--- src/include/power_saving_cfg.svh ---
`ifndef POWER_SAVING_CFG_SVH
`define POWER_SAVING_CFG_SVH
`define IRQ_OPTION_ADDR        8'hC8
`define IRQ_OPTION_RESET       8'h00
`define IRQ_OPTION_GEN_BIT     4
`define OSC_STAB_NS            32'h0000_07D0
`define CLK_PERIOD_NS          32'h0000_0032
`define OSC_STAB_CYCLES        ((`OSC_STAB_NS + `CLK_PERIOD_NS - 32'd1) / `CLK_PERIOD_NS)
`endif

--- src/include/power_saving_pkg.sv ---
package power_saving_pkg;
    typedef enum logic [2:0] {
        ST_RUN,
        ST_WAIT,
        ST_STOP,
        ST_STAB,
        ST_RESUME
    } pwr_state_t;
    typedef enum logic [1:0] {
        CTX_MAIN,
        CTX_IRQ,
        CTX_NMI
    } core_ctx_t;
endpackage

--- src/logic/power_saving_mode_control.sv ---
`include "power_saving_cfg.svh"

// Summary of operation
// [RL1] wait halts instructions, peripherals keep running
// [RL2] selected oscillator keeps running in wait
// [RL3] enabled peripheral interrupt ends wait
// [RL4] reset ends wait via normal reset
// [RL5] wake from wait has no delay
// [RL6] stop becomes wait when watchdog active
// [RL7] stop halts oscillator, waits external irq
// [RL8] reset pin ends stop via reset
// [RL9] stop wake waits oscillator stabilisation delay
// [RL10] wake leaves oscillator selection unchanged
// [RL11] main context: service irq then continue
// [RL12] nmi context: continue, stay nmi mode
// [RL13] irq context, maskable wake: resume routine
// [RL14] irq context, nmi wake: nmi first (from stop only; an nmi wake from wait selects no routine)
// [RL15] global enable low: only reset wakes
// [RL16] sleep skipped while enabled irq pending
// [RL17] software enables aux oscillator before wait
// [RL18] write-only option register cleared on reset
// [RL19] wake request gated by global enable
module power_saving_mode_control
    import power_saving_pkg::*;
#(
    parameter int          NUM_IRQ    = 4,
    parameter logic [31:0] STAB_COUNT = `OSC_STAB_CYCLES
) (
    input  wire logic               i_clk,
    input  wire logic               i_resetn,
    input  wire logic               i_wait_exec,
    input  wire logic               i_stop_exec,
    input  wire logic               i_watchdog_active,
    input  wire logic [NUM_IRQ-1:0] i_irq_req,
    input  wire logic [NUM_IRQ-1:0] i_irq_ext,
    input  wire logic               i_nmi_pin,
    input  wire logic               i_nmi_ack,
    input  wire logic               i_in_irq,
    input  wire logic               i_in_nmi,
    input  wire logic               i_opt_wr,
    input  wire logic [7:0]         i_opt_addr,
    input  wire logic [7:0]         i_opt_data,
    input  wire logic               i_low_freq_aux_osc_sel,
    output logic                    o_core_halt,
    output logic                    o_osc_run,
    output logic                    o_low_freq_aux_osc,
    output logic                    o_resume,
    output logic                    o_serve_nmi,
    output logic                    o_serve_irq,
    output logic                    o_global_irq_enable,
    output logic                    o_in_stop
);

    pwr_state_t  state_q, state_d;
    core_ctx_t   ctx_q;
    logic [7:0]  irq_option_reg_q;
    logic [31:0] stab_cnt_q;
    logic        nmi_s1_q, nmi_s2_q, nmi_s3_q, nmi_latch_q;
    logic        nmi_woke_q;
    logic        core_halt_q, osc_run_q, resume_q;
    logic        serve_nmi_q, serve_irq_q, aux_q, in_stop_q;

    // nmi pin is external: two flops, then edge detect on synced copies
    wire nmi_fall = nmi_s3_q & ~nmi_s2_q;
    wire gen      = irq_option_reg_q[`IRQ_OPTION_GEN_BIT];
    wire opt_hit  = i_opt_wr & (i_opt_addr == `IRQ_OPTION_ADDR);
    wire mask_req = gen & (|i_irq_req);
    wire ext_req  = gen & (|i_irq_ext);
    // nmi alone never wakes with gen low
    wire wake_any = mask_req | (gen & nmi_latch_q); // RL19 RL15
    wire wake_stp = ext_req  | (gen & nmi_latch_q); // RL7 RL19
    wire pending  = mask_req | nmi_latch_q;
    wire sleep_rq = (i_wait_exec | i_stop_exec) & ~pending; // RL16
    wire to_stop  = i_stop_exec & ~i_watchdog_active; // RL6
    wire stab_end = (stab_cnt_q == 32'h0000_0001);

    always_comb begin
        state_d = state_q;
        case (state_q)
            ST_RUN: begin
                if (sleep_rq) begin
                    state_d = to_stop ? ST_STOP : ST_WAIT; // RL1 RL6
                end
            end
            ST_WAIT: begin
                if (wake_any) begin
                    state_d = ST_RESUME; // RL3 RL5
                end
            end
            ST_STOP: begin
                if (wake_stp) begin
                    state_d = ST_STAB; // RL9
                end
            end
            ST_STAB: begin
                if (stab_end) begin
                    state_d = ST_RESUME; // RL9
                end
            end
            ST_RESUME: state_d = ST_RUN;
            default:   state_d = ST_RUN;
        endcase
    end

    always_ff @(posedge i_clk) begin
        if (!i_resetn) begin
            nmi_s1_q <= 1'b1;
            nmi_s2_q <= 1'b1;
            nmi_s3_q <= 1'b1;
        end else begin
            nmi_s1_q <= i_nmi_pin;
            nmi_s2_q <= nmi_s1_q;
            nmi_s3_q <= nmi_s2_q;
        end
    end

    // latch set wins over the core's acknowledge
    always_ff @(posedge i_clk) begin
        if (!i_resetn) begin
            nmi_latch_q <= 1'b0;
        end else if (nmi_fall) begin
            nmi_latch_q <= 1'b1;
        end else if (i_nmi_ack) begin
            nmi_latch_q <= 1'b0;
        end
    end

    always_ff @(posedge i_clk) begin
        if (!i_resetn) begin
            irq_option_reg_q <= `IRQ_OPTION_RESET; // RL18
        end else if (opt_hit) begin
            irq_option_reg_q <= i_opt_data; // RL18
        end
    end

    // reset is synchronous and overrides any sleep state
    always_ff @(posedge i_clk) begin
        if (!i_resetn) begin
            state_q <= ST_RUN; // RL4 RL8
        end else begin
            state_q <= state_d;
        end
    end

    always_ff @(posedge i_clk) begin
        if (!i_resetn) begin
            ctx_q <= CTX_MAIN;
        end else if (state_q == ST_RUN && sleep_rq) begin
            ctx_q <= i_in_nmi ? CTX_NMI : (i_in_irq ? CTX_IRQ : CTX_MAIN);
        end
    end

    always_ff @(posedge i_clk) begin
        if (!i_resetn) begin
            stab_cnt_q <= 32'h0000_0000;
        end else if (state_q == ST_STOP) begin
            stab_cnt_q <= STAB_COUNT; // RL9
        end else if (state_q == ST_STAB && !stab_end) begin
            stab_cnt_q <= stab_cnt_q - 32'h0000_0001;
        end
    end

    always_ff @(posedge i_clk) begin
        if (!i_resetn) begin
            nmi_woke_q <= 1'b0;
        end else if (state_q == ST_WAIT || state_q == ST_STOP) begin
            nmi_woke_q <= nmi_latch_q;
        end
    end

    // which routine the core runs on resume
    wire sel_nmi = nmi_woke_q & (ctx_q != CTX_NMI); // RL14 RL11
    wire sel_irq = ~nmi_woke_q & (ctx_q == CTX_MAIN); // RL11 RL13 RL12
    wire halt_d  = (state_d != ST_RUN) && (state_d != ST_RESUME); // RL1 RL7

    always_ff @(posedge i_clk) begin
        if (!i_resetn) begin
            core_halt_q <= 1'b0;
            osc_run_q   <= 1'b1;
            resume_q    <= 1'b0;
            serve_nmi_q <= 1'b0;
            serve_irq_q <= 1'b0;
            aux_q       <= 1'b0;
            in_stop_q   <= 1'b0;
        end else begin
            core_halt_q <= halt_d;
            osc_run_q   <= (state_d != ST_STOP); // RL2 RL7
            resume_q    <= (state_d == ST_RESUME);
            serve_nmi_q <= (state_d == ST_RESUME) & sel_nmi; // RL14
            serve_irq_q <= (state_d == ST_RESUME) & sel_irq; // RL11
            aux_q       <= i_low_freq_aux_osc_sel; // RL10 RL17
            in_stop_q   <= (state_d == ST_STOP); // RL7
        end
    end

    assign o_core_halt         = core_halt_q;
    assign o_osc_run           = osc_run_q;
    assign o_low_freq_aux_osc  = aux_q;
    assign o_resume            = resume_q;
    assign o_serve_nmi         = serve_nmi_q;
    assign o_serve_irq         = serve_irq_q;
    assign o_global_irq_enable = irq_option_reg_q[`IRQ_OPTION_GEN_BIT];
    assign o_in_stop           = in_stop_q;

    chk_wait_no_delay: assert property (@(posedge i_clk) disable iff (!i_resetn)
        state_q == ST_WAIT && wake_any |=> state_q == ST_RESUME) // RL5
        else $error("wait wake delayed");
    chk_stop_blocked: assert property (@(posedge i_clk) disable iff (!i_resetn)
        state_q == ST_RUN && i_stop_exec && i_watchdog_active
        |=> state_q != ST_STOP) // RL6
        else $error("stop entered with watchdog");
    chk_no_sleep_pend: assert property (@(posedge i_clk) disable iff (!i_resetn)
        state_q == ST_RUN && pending |=> state_q == ST_RUN) // RL16
        else $error("slept with pending irq");
    chk_gen_low_hold: assert property (@(posedge i_clk) disable iff (!i_resetn)
        state_q == ST_WAIT && !gen |=> state_q == ST_WAIT) // RL15
        else $error("woke with gen low");
    chk_osc_stopped: assert property (@(posedge i_clk) disable iff (!i_resetn)
        state_q == ST_STOP |-> !o_osc_run && o_core_halt) // RL7
        else $error("osc running in stop");
    chk_wait_osc_on: assert property (@(posedge i_clk) disable iff (!i_resetn)
        state_q == ST_WAIT |-> o_osc_run && o_core_halt) // RL2
        else $error("wait state wrong outputs");
    chk_stab_delay: assert property (@(posedge i_clk) disable iff (!i_resetn)
        state_q == ST_STOP && wake_stp |=> state_q == ST_STAB) // RL9
        else $error("stop wake skipped delay");
    chk_nmi_ctx_stay: assert property (@(posedge i_clk) disable iff (!i_resetn)
        resume_q && ctx_q == CTX_NMI |-> !o_serve_nmi && !o_serve_irq) // RL12
        else $error("nmi context left");
    chk_opt_reset: assert property (@(posedge i_clk)
        !i_resetn |=> irq_option_reg_q == 8'h00) // RL18
        else $error("option register not cleared");

    // entry and hold of the sleep states
    chk_wait_entry: assert property (@(posedge i_clk) disable iff (!i_resetn)
        state_q == ST_RUN && sleep_rq && !to_stop |=> state_q == ST_WAIT) // RL1
        else $error("wait not entered");
    chk_stop_entry: assert property (@(posedge i_clk) disable iff (!i_resetn)
        state_q == ST_RUN && sleep_rq && to_stop |=> state_q == ST_STOP) // RL7
        else $error("stop not entered");
    chk_run_no_halt: assert property (@(posedge i_clk) disable iff (!i_resetn)
        state_q == ST_RUN |-> !o_core_halt) // RL1
        else $error("core halted in run");
    chk_run_no_stab: assert property (@(posedge i_clk) disable iff (!i_resetn)
        state_q == ST_RUN |=> state_q != ST_STAB && state_q != ST_RESUME) // RL1
        else $error("run left without sleep");
    chk_wait_hold: assert property (@(posedge i_clk) disable iff (!i_resetn)
        state_q == ST_WAIT && !wake_any |=> state_q == ST_WAIT) // RL3
        else $error("wait left without wake");
    chk_wait_no_stab: assert property (@(posedge i_clk) disable iff (!i_resetn)
        state_q == ST_WAIT |=> state_q != ST_STAB) // RL5
        else $error("wait wake went through delay");
    chk_stop_needs_irq: assert property (@(posedge i_clk) disable iff (!i_resetn)
        state_q == ST_STOP && !wake_stp |=> state_q == ST_STOP) // RL7
        else $error("stop left without wake");
    chk_gen_low_stop: assert property (@(posedge i_clk) disable iff (!i_resetn)
        state_q == ST_STOP && !gen |=> state_q == ST_STOP) // RL15
        else $error("stop woke with gen low");
    chk_in_stop_flag: assert property (@(posedge i_clk) disable iff (!i_resetn)
        state_q == ST_STOP |-> o_in_stop) // RL7
        else $error("stop flag missing");

    // stabilisation count after a stop wake
    chk_stab_load: assert property (@(posedge i_clk) disable iff (!i_resetn)
        state_q == ST_STOP && wake_stp |=> stab_cnt_q == STAB_COUNT) // RL9
        else $error("stabilisation count not loaded");
    chk_stab_min: assert property (@(posedge i_clk) disable iff (!i_resetn)
        state_q == ST_STAB && !stab_end |=> state_q == ST_STAB) // RL9
        else $error("stabilisation cut short");
    chk_stab_exit: assert property (@(posedge i_clk) disable iff (!i_resetn)
        state_q == ST_STAB && stab_end |=> state_q == ST_RESUME) // RL9
        else $error("stabilisation overran");
    chk_halt_in_stab: assert property (@(posedge i_clk) disable iff (!i_resetn)
        state_q == ST_STAB |-> o_core_halt && o_osc_run) // RL9
        else $error("stabilisation outputs wrong");

    // resume pulse and routine selection
    chk_resume_out: assert property (@(posedge i_clk) disable iff (!i_resetn)
        state_q == ST_RESUME |-> !o_core_halt && o_resume) // RL5
        else $error("resume outputs wrong");
    chk_resume_one: assert property (@(posedge i_clk) disable iff (!i_resetn)
        o_resume |=> !o_resume) // RL11
        else $error("resume longer than one cycle");
    chk_serve_excl: assert property (@(posedge i_clk) disable iff (!i_resetn)
        !(o_serve_nmi && o_serve_irq)) // RL14
        else $error("both routines selected");
    chk_serve_resume: assert property (@(posedge i_clk) disable iff (!i_resetn)
        o_serve_nmi || o_serve_irq |-> o_resume) // RL11
        else $error("routine selected without resume");
    chk_main_irq: assert property (@(posedge i_clk) disable iff (!i_resetn)
        resume_q && ctx_q == CTX_MAIN && !nmi_woke_q |-> o_serve_irq) // RL11
        else $error("main context irq not served");
    chk_nmi_first: assert property (@(posedge i_clk) disable iff (!i_resetn)
        resume_q && ctx_q == CTX_IRQ && nmi_woke_q |-> o_serve_nmi) // RL14
        else $error("nmi not served first");
    chk_ctx_nmi: assert property (@(posedge i_clk) disable iff (!i_resetn)
        state_q == ST_RUN && sleep_rq && i_in_nmi |=> ctx_q == CTX_NMI) // RL12
        else $error("nmi context not kept");
    chk_ctx_irq: assert property (@(posedge i_clk) disable iff (!i_resetn)
        state_q == ST_RUN && sleep_rq && !i_in_nmi && i_in_irq
        |=> ctx_q == CTX_IRQ) // RL13
        else $error("irq context not kept");

    // oscillator selection and option register
    chk_aux_follow: assert property (@(posedge i_clk) disable iff (!i_resetn)
        i_resetn |=> o_low_freq_aux_osc == $past(i_low_freq_aux_osc_sel)) // RL10
        else $error("oscillator selection changed");
    chk_opt_write: assert property (@(posedge i_clk) disable iff (!i_resetn)
        opt_hit |=> irq_option_reg_q == $past(i_opt_data)) // RL18
        else $error("option write lost");

endmodule // power_saving_mode_control

--- config.mk ---
export PLATFORM = sky130hd
export DESIGN_NAME = power_saving_mode_control
export DESIGN_NICKNAME = d
export VERILOG_FILES = /design/src/include/power_saving_pkg.sv /design/src/logic/power_saving_mode_control.sv
export VERILOG_INCLUDE_DIRS = /design/src /design/src/include
export SDC_FILE = /design/constraint.sdc
export NUM_CORES = 1
export LEC_CHECK = 0
export BUFFER_PORTS_ARGS = -buffer_cell sky130_fd_sc_hd__buf_2
export CORE_AREA = 5 5 93 95
export DETAILED_ROUTE_END_ITERATION = 12
export DIE_AREA = 0 0 98 100
export GPL_TIMING_DRIVEN = 0
export PLACE_DENSITY = 0.53
export SYNTH_ARGS = -nofsm -noshare
export SYNTH_HDL_FRONTEND = slang
export SYNTH_SLANG_ARGS = --single-unit
--- constraint.sdc ---
create_clock -name i_clk -period 2.7 [get_ports i_clk]
set_clock_uncertainty 0.1 [all_clocks]
set_input_delay 0.54 -clock i_clk [delete_from_list [all_inputs] [get_ports i_clk]]
set_output_delay 0.54 -clock i_clk [all_outputs]
set_load 0.005 [all_outputs]
* Word-level counts from Yosys, hierarchy flattened
Cells that the tools add are included.
** Cells by class
- $add $sub $neg :: 1
- $mul :: 0
- Divide/modulo/power cells :: 0
- Magnitude comparators :: 0
- Equality and inequality tests :: 10
- Shift operators :: 0
- Multiplexer cells :: 12
- Bitwise operators :: 20
- Reductions and logical operators :: 13
** Operators with widths (number)
- $eq A32 B1 Y1 const B :: 1
- $sub A32 B1 Y32 const B :: 1
- $mux W3 :: 4
- $mux W6 :: 2
- $pmux W3 S4 :: 1
- $and A1 B1 Y1 :: 11
- $eq A3 B2 Y1 const B :: 3
- $eq A8 B8 Y1 const B :: 1
- $reduce_or A4 Y1 :: 2
- $not A1 Y1 :: 5
- $mux W2 :: 2
- $or A1 B1 Y1 :: 4
- $reduce_bool A2 Y1 :: 2
- $eq A3 B1 Y1 const B :: 1
- $eq A3 B3 Y1 const B :: 1
- $logic_and A1 B1 Y1 :: 3
- $logic_not A3 Y1 :: 1
- $mux W1 :: 3
- $ne A3 B2 Y1 const B :: 1
- $ne A3 B3 Y1 const B :: 1
- $reduce_bool A3 Y1 :: 1
- $logic_not A2 Y1 :: 1
- $ne A2 B2 Y1 const B :: 1
- $reduce_or A2 Y1 :: 1
- 2 further kinds :: 2
** Word-level totals
- Register bits after elaboration :: 54
- Latch bits :: 0
- RAM bits :: 0
- ROM bits :: 0
- Bits of input ports :: 35
- Output and inout port bits :: 8
- Word-level logic and storage cells :: 73
- Memories kept :: 0

* Logic depth before layout (Yosys ltp)
- Depth in word-level cells :: 9
- Gate-level depth with buffers :: 10
- Depth with buffers taken out :: 7

* Worst setup path after synthesis
OpenSTA, ideal clock, no wires.
- Path type :: register -> register
- Start point :: reg stab_cnt_q[3]
- End point :: reg stab_cnt_q[19]
- Setup time :: 0.070 ns
- Data arrival time :: 2.206 ns
- Required time :: 2.530 ns
- Path slack :: 0.323 ns
- Cell stages (with the launch flop) :: 6
- Path buffers :: 0
- Period minus slack after synthesis :: 2.377 ns
- Cell sequence :: dfxtp_1 -> or4_4 -> or2_4 -> or4_4 -> or4b_1 -> a21oi_1
** On the way
- Longest elaborated chain between the ends :: 3
- Elaborated cells on any way between the ends :: 4
- Those cells by class :: 1 x add/sub; 1 x eq/ne; 2 x reduce/logical
** RTL lines
- start, declared :: line power_saving_mode_control.sv:57 : logic [31:0] stab_cnt_q;
- start signal, assigned :: line power_saving_mode_control.sv:159 : stab_cnt_q <= stab_cnt_q - 32'h0000_0001;
- branches (longest 3 deep; another with $sub A32 B1 Y32)
Parallel ways; which one is timed is not known.
A chain may end at the register's enable or synchronous reset.

* Final worst setup path
Ends and elaborated chain as after synthesis.

==> metrics.md <==
| Metric | Value |
|---|---|
| Outcome | `finished clean` |
| First-pass GRT wire length | `between 10000 and 15000 um` |
| Post-route DRC | `0` |
| Die extent in y | `approximately 100 um` |
| Most frequent cells in the layout | `dfxtp_1, buf_2, nor2_1` |
| Wire per inst | `about 14 um` |
| IO Pins | `43` |
| Root Driver | `clkbuf_8` |
| Share of cells above drive strength 1 | `0.1805` |
| Row count | `32` |
| Cell mode on critical path | `or4_4` |
| ANT nets after route | `0` |
| Leak pwr | `~1.1 nW` |
| Number of global-route vias before repair | `2237` |
| Post-synth EDFFs | `0` |
| Simple-Gate Fraction of Synth Area | `0.3411` |
| Syn Inst Count | `roughly 300` |
| Post-CTS setup buffers | `0` |
| Number of H-tree levels | `2` |
| Ys Warns | `0` |
| Peak supply drop | `between 0.3 and 0.4 mV` |
| Startpoint types | `flip-flop` |
| Setup TNS | `0 ns` |
| Area Growth Syn to Fin | `18.65%` |
| Pre-CTS setup slack | `-0.2576 ns` |
| Fin crit share | `0.9468` |
| Largest net degree at the start of global routing | `16` |
| DP HPWL | `roughly 4700 um` |
| Initial DRC count | `around 110` |
| Post-Synth Adder-Cell Area | `0.01011` |
| Commonest non-fill, non-tap cell in the layout | `dfxtp_1` |
| Maximum clock rate | `approximately 390 MHz` |
| RSZ-0062 raised after global routing | `false` |
| CTS clock-pin slew for the worst setup and hold paths | `around 0.090 ns` |
| Synth top area cells | `dfxtp_1, a21oi_1, nor2_1` |
| Sequential element share of the synthesized area | `0.4042` |
| Largest family of logic cells by synthesized area | `simple AND/OR/NAND/NOR gates` |
| Synth Area in XOR/XNOR | `0.02122` |
| TritonCTS clock tree | `yes` |
| Final Hold Viols | `0` |
| Antenna violations before repair | `0` |
| Final Setup Violations | `0` |
| Critical path's largest stage delay | `0.59 ns` |
| CP arrival | `2.69 ns` |
| Cell area after synthesis | `roughly 0.0025 mm2` |
| Max clock buf depth | `2` |
| Worst skew pair latency | `0.30 ns` |
| Die area | `0.009800 mm2` |
| Post-Route WL | `6236 um` |
| Synth Area per Inst | `8.394 um2` |
| Distinct cells, synth | `57` |
| Crit Path Max Fanout | `6` |
| Max_cap viols | `0` |
| Number of I/O port buffers | `35` |
| GRT Total Usage | `0.1322` |
| CTS buffer count | `5` |
| Flops & latches, synth | `50` |
| Asr flop ratio synth | `0` |
| Remaining Overflow, GRT | `0` |
| Slew HR | `0.5522` |
| Clock Sinks | `50` |
| DIE WIDTH | `98 um` |
| Worst Setup End Kind | `flip-flop` |
| Area leader, netlist | `dfxtp_1` |
| Diode count | `0` |
| Placed Instances | `between 400 and 500` |
| Grt met1 use | `0.1755` |
| Yosys top cell area share | `0.4042` |
| Final #Nets | `between 300 and 400` |
| Post-route insts no fill | `440` |
| Compound-Gate Fraction of Synth Area | `0.1632` |
| Post-synthesis mux area share | `0.02425` |
| WP data required | `around 2.8 ns` |
| DR pass1 iterations | `4` |
| Hold Crit Class | `in2reg` |
| Slew Limit Fails | `0` |
| Cell breakdown of the critical path | `or4_4, or2_4, or4_4, or4b_1, a21oi_1` |
| Fin worst setup slack | `~0.14 ns` |
| CP Class | `reg2reg` |
| Via-per-instance ratio | `approximately 5.2` |
| Hold Worst Slack | `roughly 0.31 ns` |
| Ys flop type | `dfxtp_1` |
| Met3 usage | `0.02571` |
| PwrDens | `between 500 and 600 mW/mm2` |
| Crit path time final | `about 2.6 ns` |
| Vias | `2288` |
| Post-layout instance area | `0.002938 mm2` |
| Mapped Nets | `332` |
| Hold_buf cts | `0` |
| Total core area | `~0.0076 mm2` |
| RePlAce Congestion | `0.8668` |
| Slowest CP cell | `or4_4` |
| Global Route met2 Usage | `0.2162` |
| Worst Tran Pin Value | `between 0.6 and 0.7 ns` |
| Top Usage Layer GRT | `met2` |
| Placed Area | `about 0.0028 mm2` |
| Initial core utilization | `0.3238` |
==> cells in the mapped netlist (all sizes together) (3+ instances only) <==
master	number
a211oi	3
a21oi	24
and2	3
and3	3
and4	4
clkbuf	12
dfxtp	50
inv	9
mux2i	6
nand2	24
nand2b	10
nand3	5
nand4	7
nor2	25
nor3	10
nor4	11
o21ai	15
or3	13
or4	15
xnor2	5
==> metal layers <==
metal / wire length [um] / share of wire
met1: 3091 / 0.50
met2: 2938 / 0.47
met3: 150 / 0.024
met4: 56 / 0.0090
met5: 0 / 0
==> flip-flops by register name, summed over array words and instances, names as in the netlist <==
signal and flops:
stab_cnt_q 32, state_q 3, ctx_q 2, irq_option_reg_q 1, nmi_latch_q 1, nmi_s1_q 1, nmi_s2_q 1, nmi_s3_q 1
nmi_woke_q 1, o_core_halt 1, o_in_stop 1, o_low_freq_aux_osc 1, o_osc_run 1, o_resume 1, o_serve_irq 1, o_serve_nmi 1
==> cells by family (layout without fill, tap and decap cells) <==
family | after synthesis | in the layout
fa+ha+maj | 2 | 2
simple gates | 144 | 144
mux | 6 | 6
flops | 50 | 50
compound gates | 64 | 64
buf+inv | 23 | 66
xor+xnor | 6 | 6
==> final timing paths <==
check / startpoint / endpoint / slack (ns) / cells past startpoint
worst min-delay path: i_nmi_pin / nmi_s1_q / 0.31 / 2
worst max register to register: stab_cnt_q[3] / stab_cnt_q[19] / 0.14 / 5
worst min register to register: nmi_s1_q / nmi_s2_q / 0.32 / 1
worst max-delay path: stab_cnt_q[3] / stab_cnt_q[19] / 0.14 / 5
==> power breakdown <==
group	switching [mW]	total, mW	leakage, nW	internal, mW
registers	0.0301	0.799	0.406	0.769
logic	0.188	0.321	0.682	0.134
clock network	0.251	0.528	0.0514	0.277
total	0.469	1.65	1.14	1.18
==> critical path: cells and delay by family, from the launching register on <==
kind            cells  cell delay, ns
compound gates      1            0.15
flops               1            0.37
simple gates        4            1.87
==> through the flow <==
step | util | power, mW
3_5_place_dp | 0.3634 | 1.122
6_report | 0.3842 | 1.648
5_1_grt | 0.3842 | 1.747
3_3_place_gp | 0.3634 | 1.118
2_1_floorplan | - | 1.027
4_1_cts | 0.3811 | 1.655
==> area by class of cell <==
type                    count  area, um2
fillers                   808       4710
clock inverters             2      37.54
well taps                 102      127.6
plain buffers              14      57.56
repair buffers             35      175.2
flip-flops and latches     50       1001
inverters                   9      33.78
clock buffers               6      72.57
multi-input cells         222       1433
==> what timing repair did <==
action | CTS | global route
endpoints found under the hold margin | 0 | 0
gates resized for setup | 5 | 5
setup endpoints to repair | 11 | 16
No activity file was read; power rests on OpenSTA's default activity.
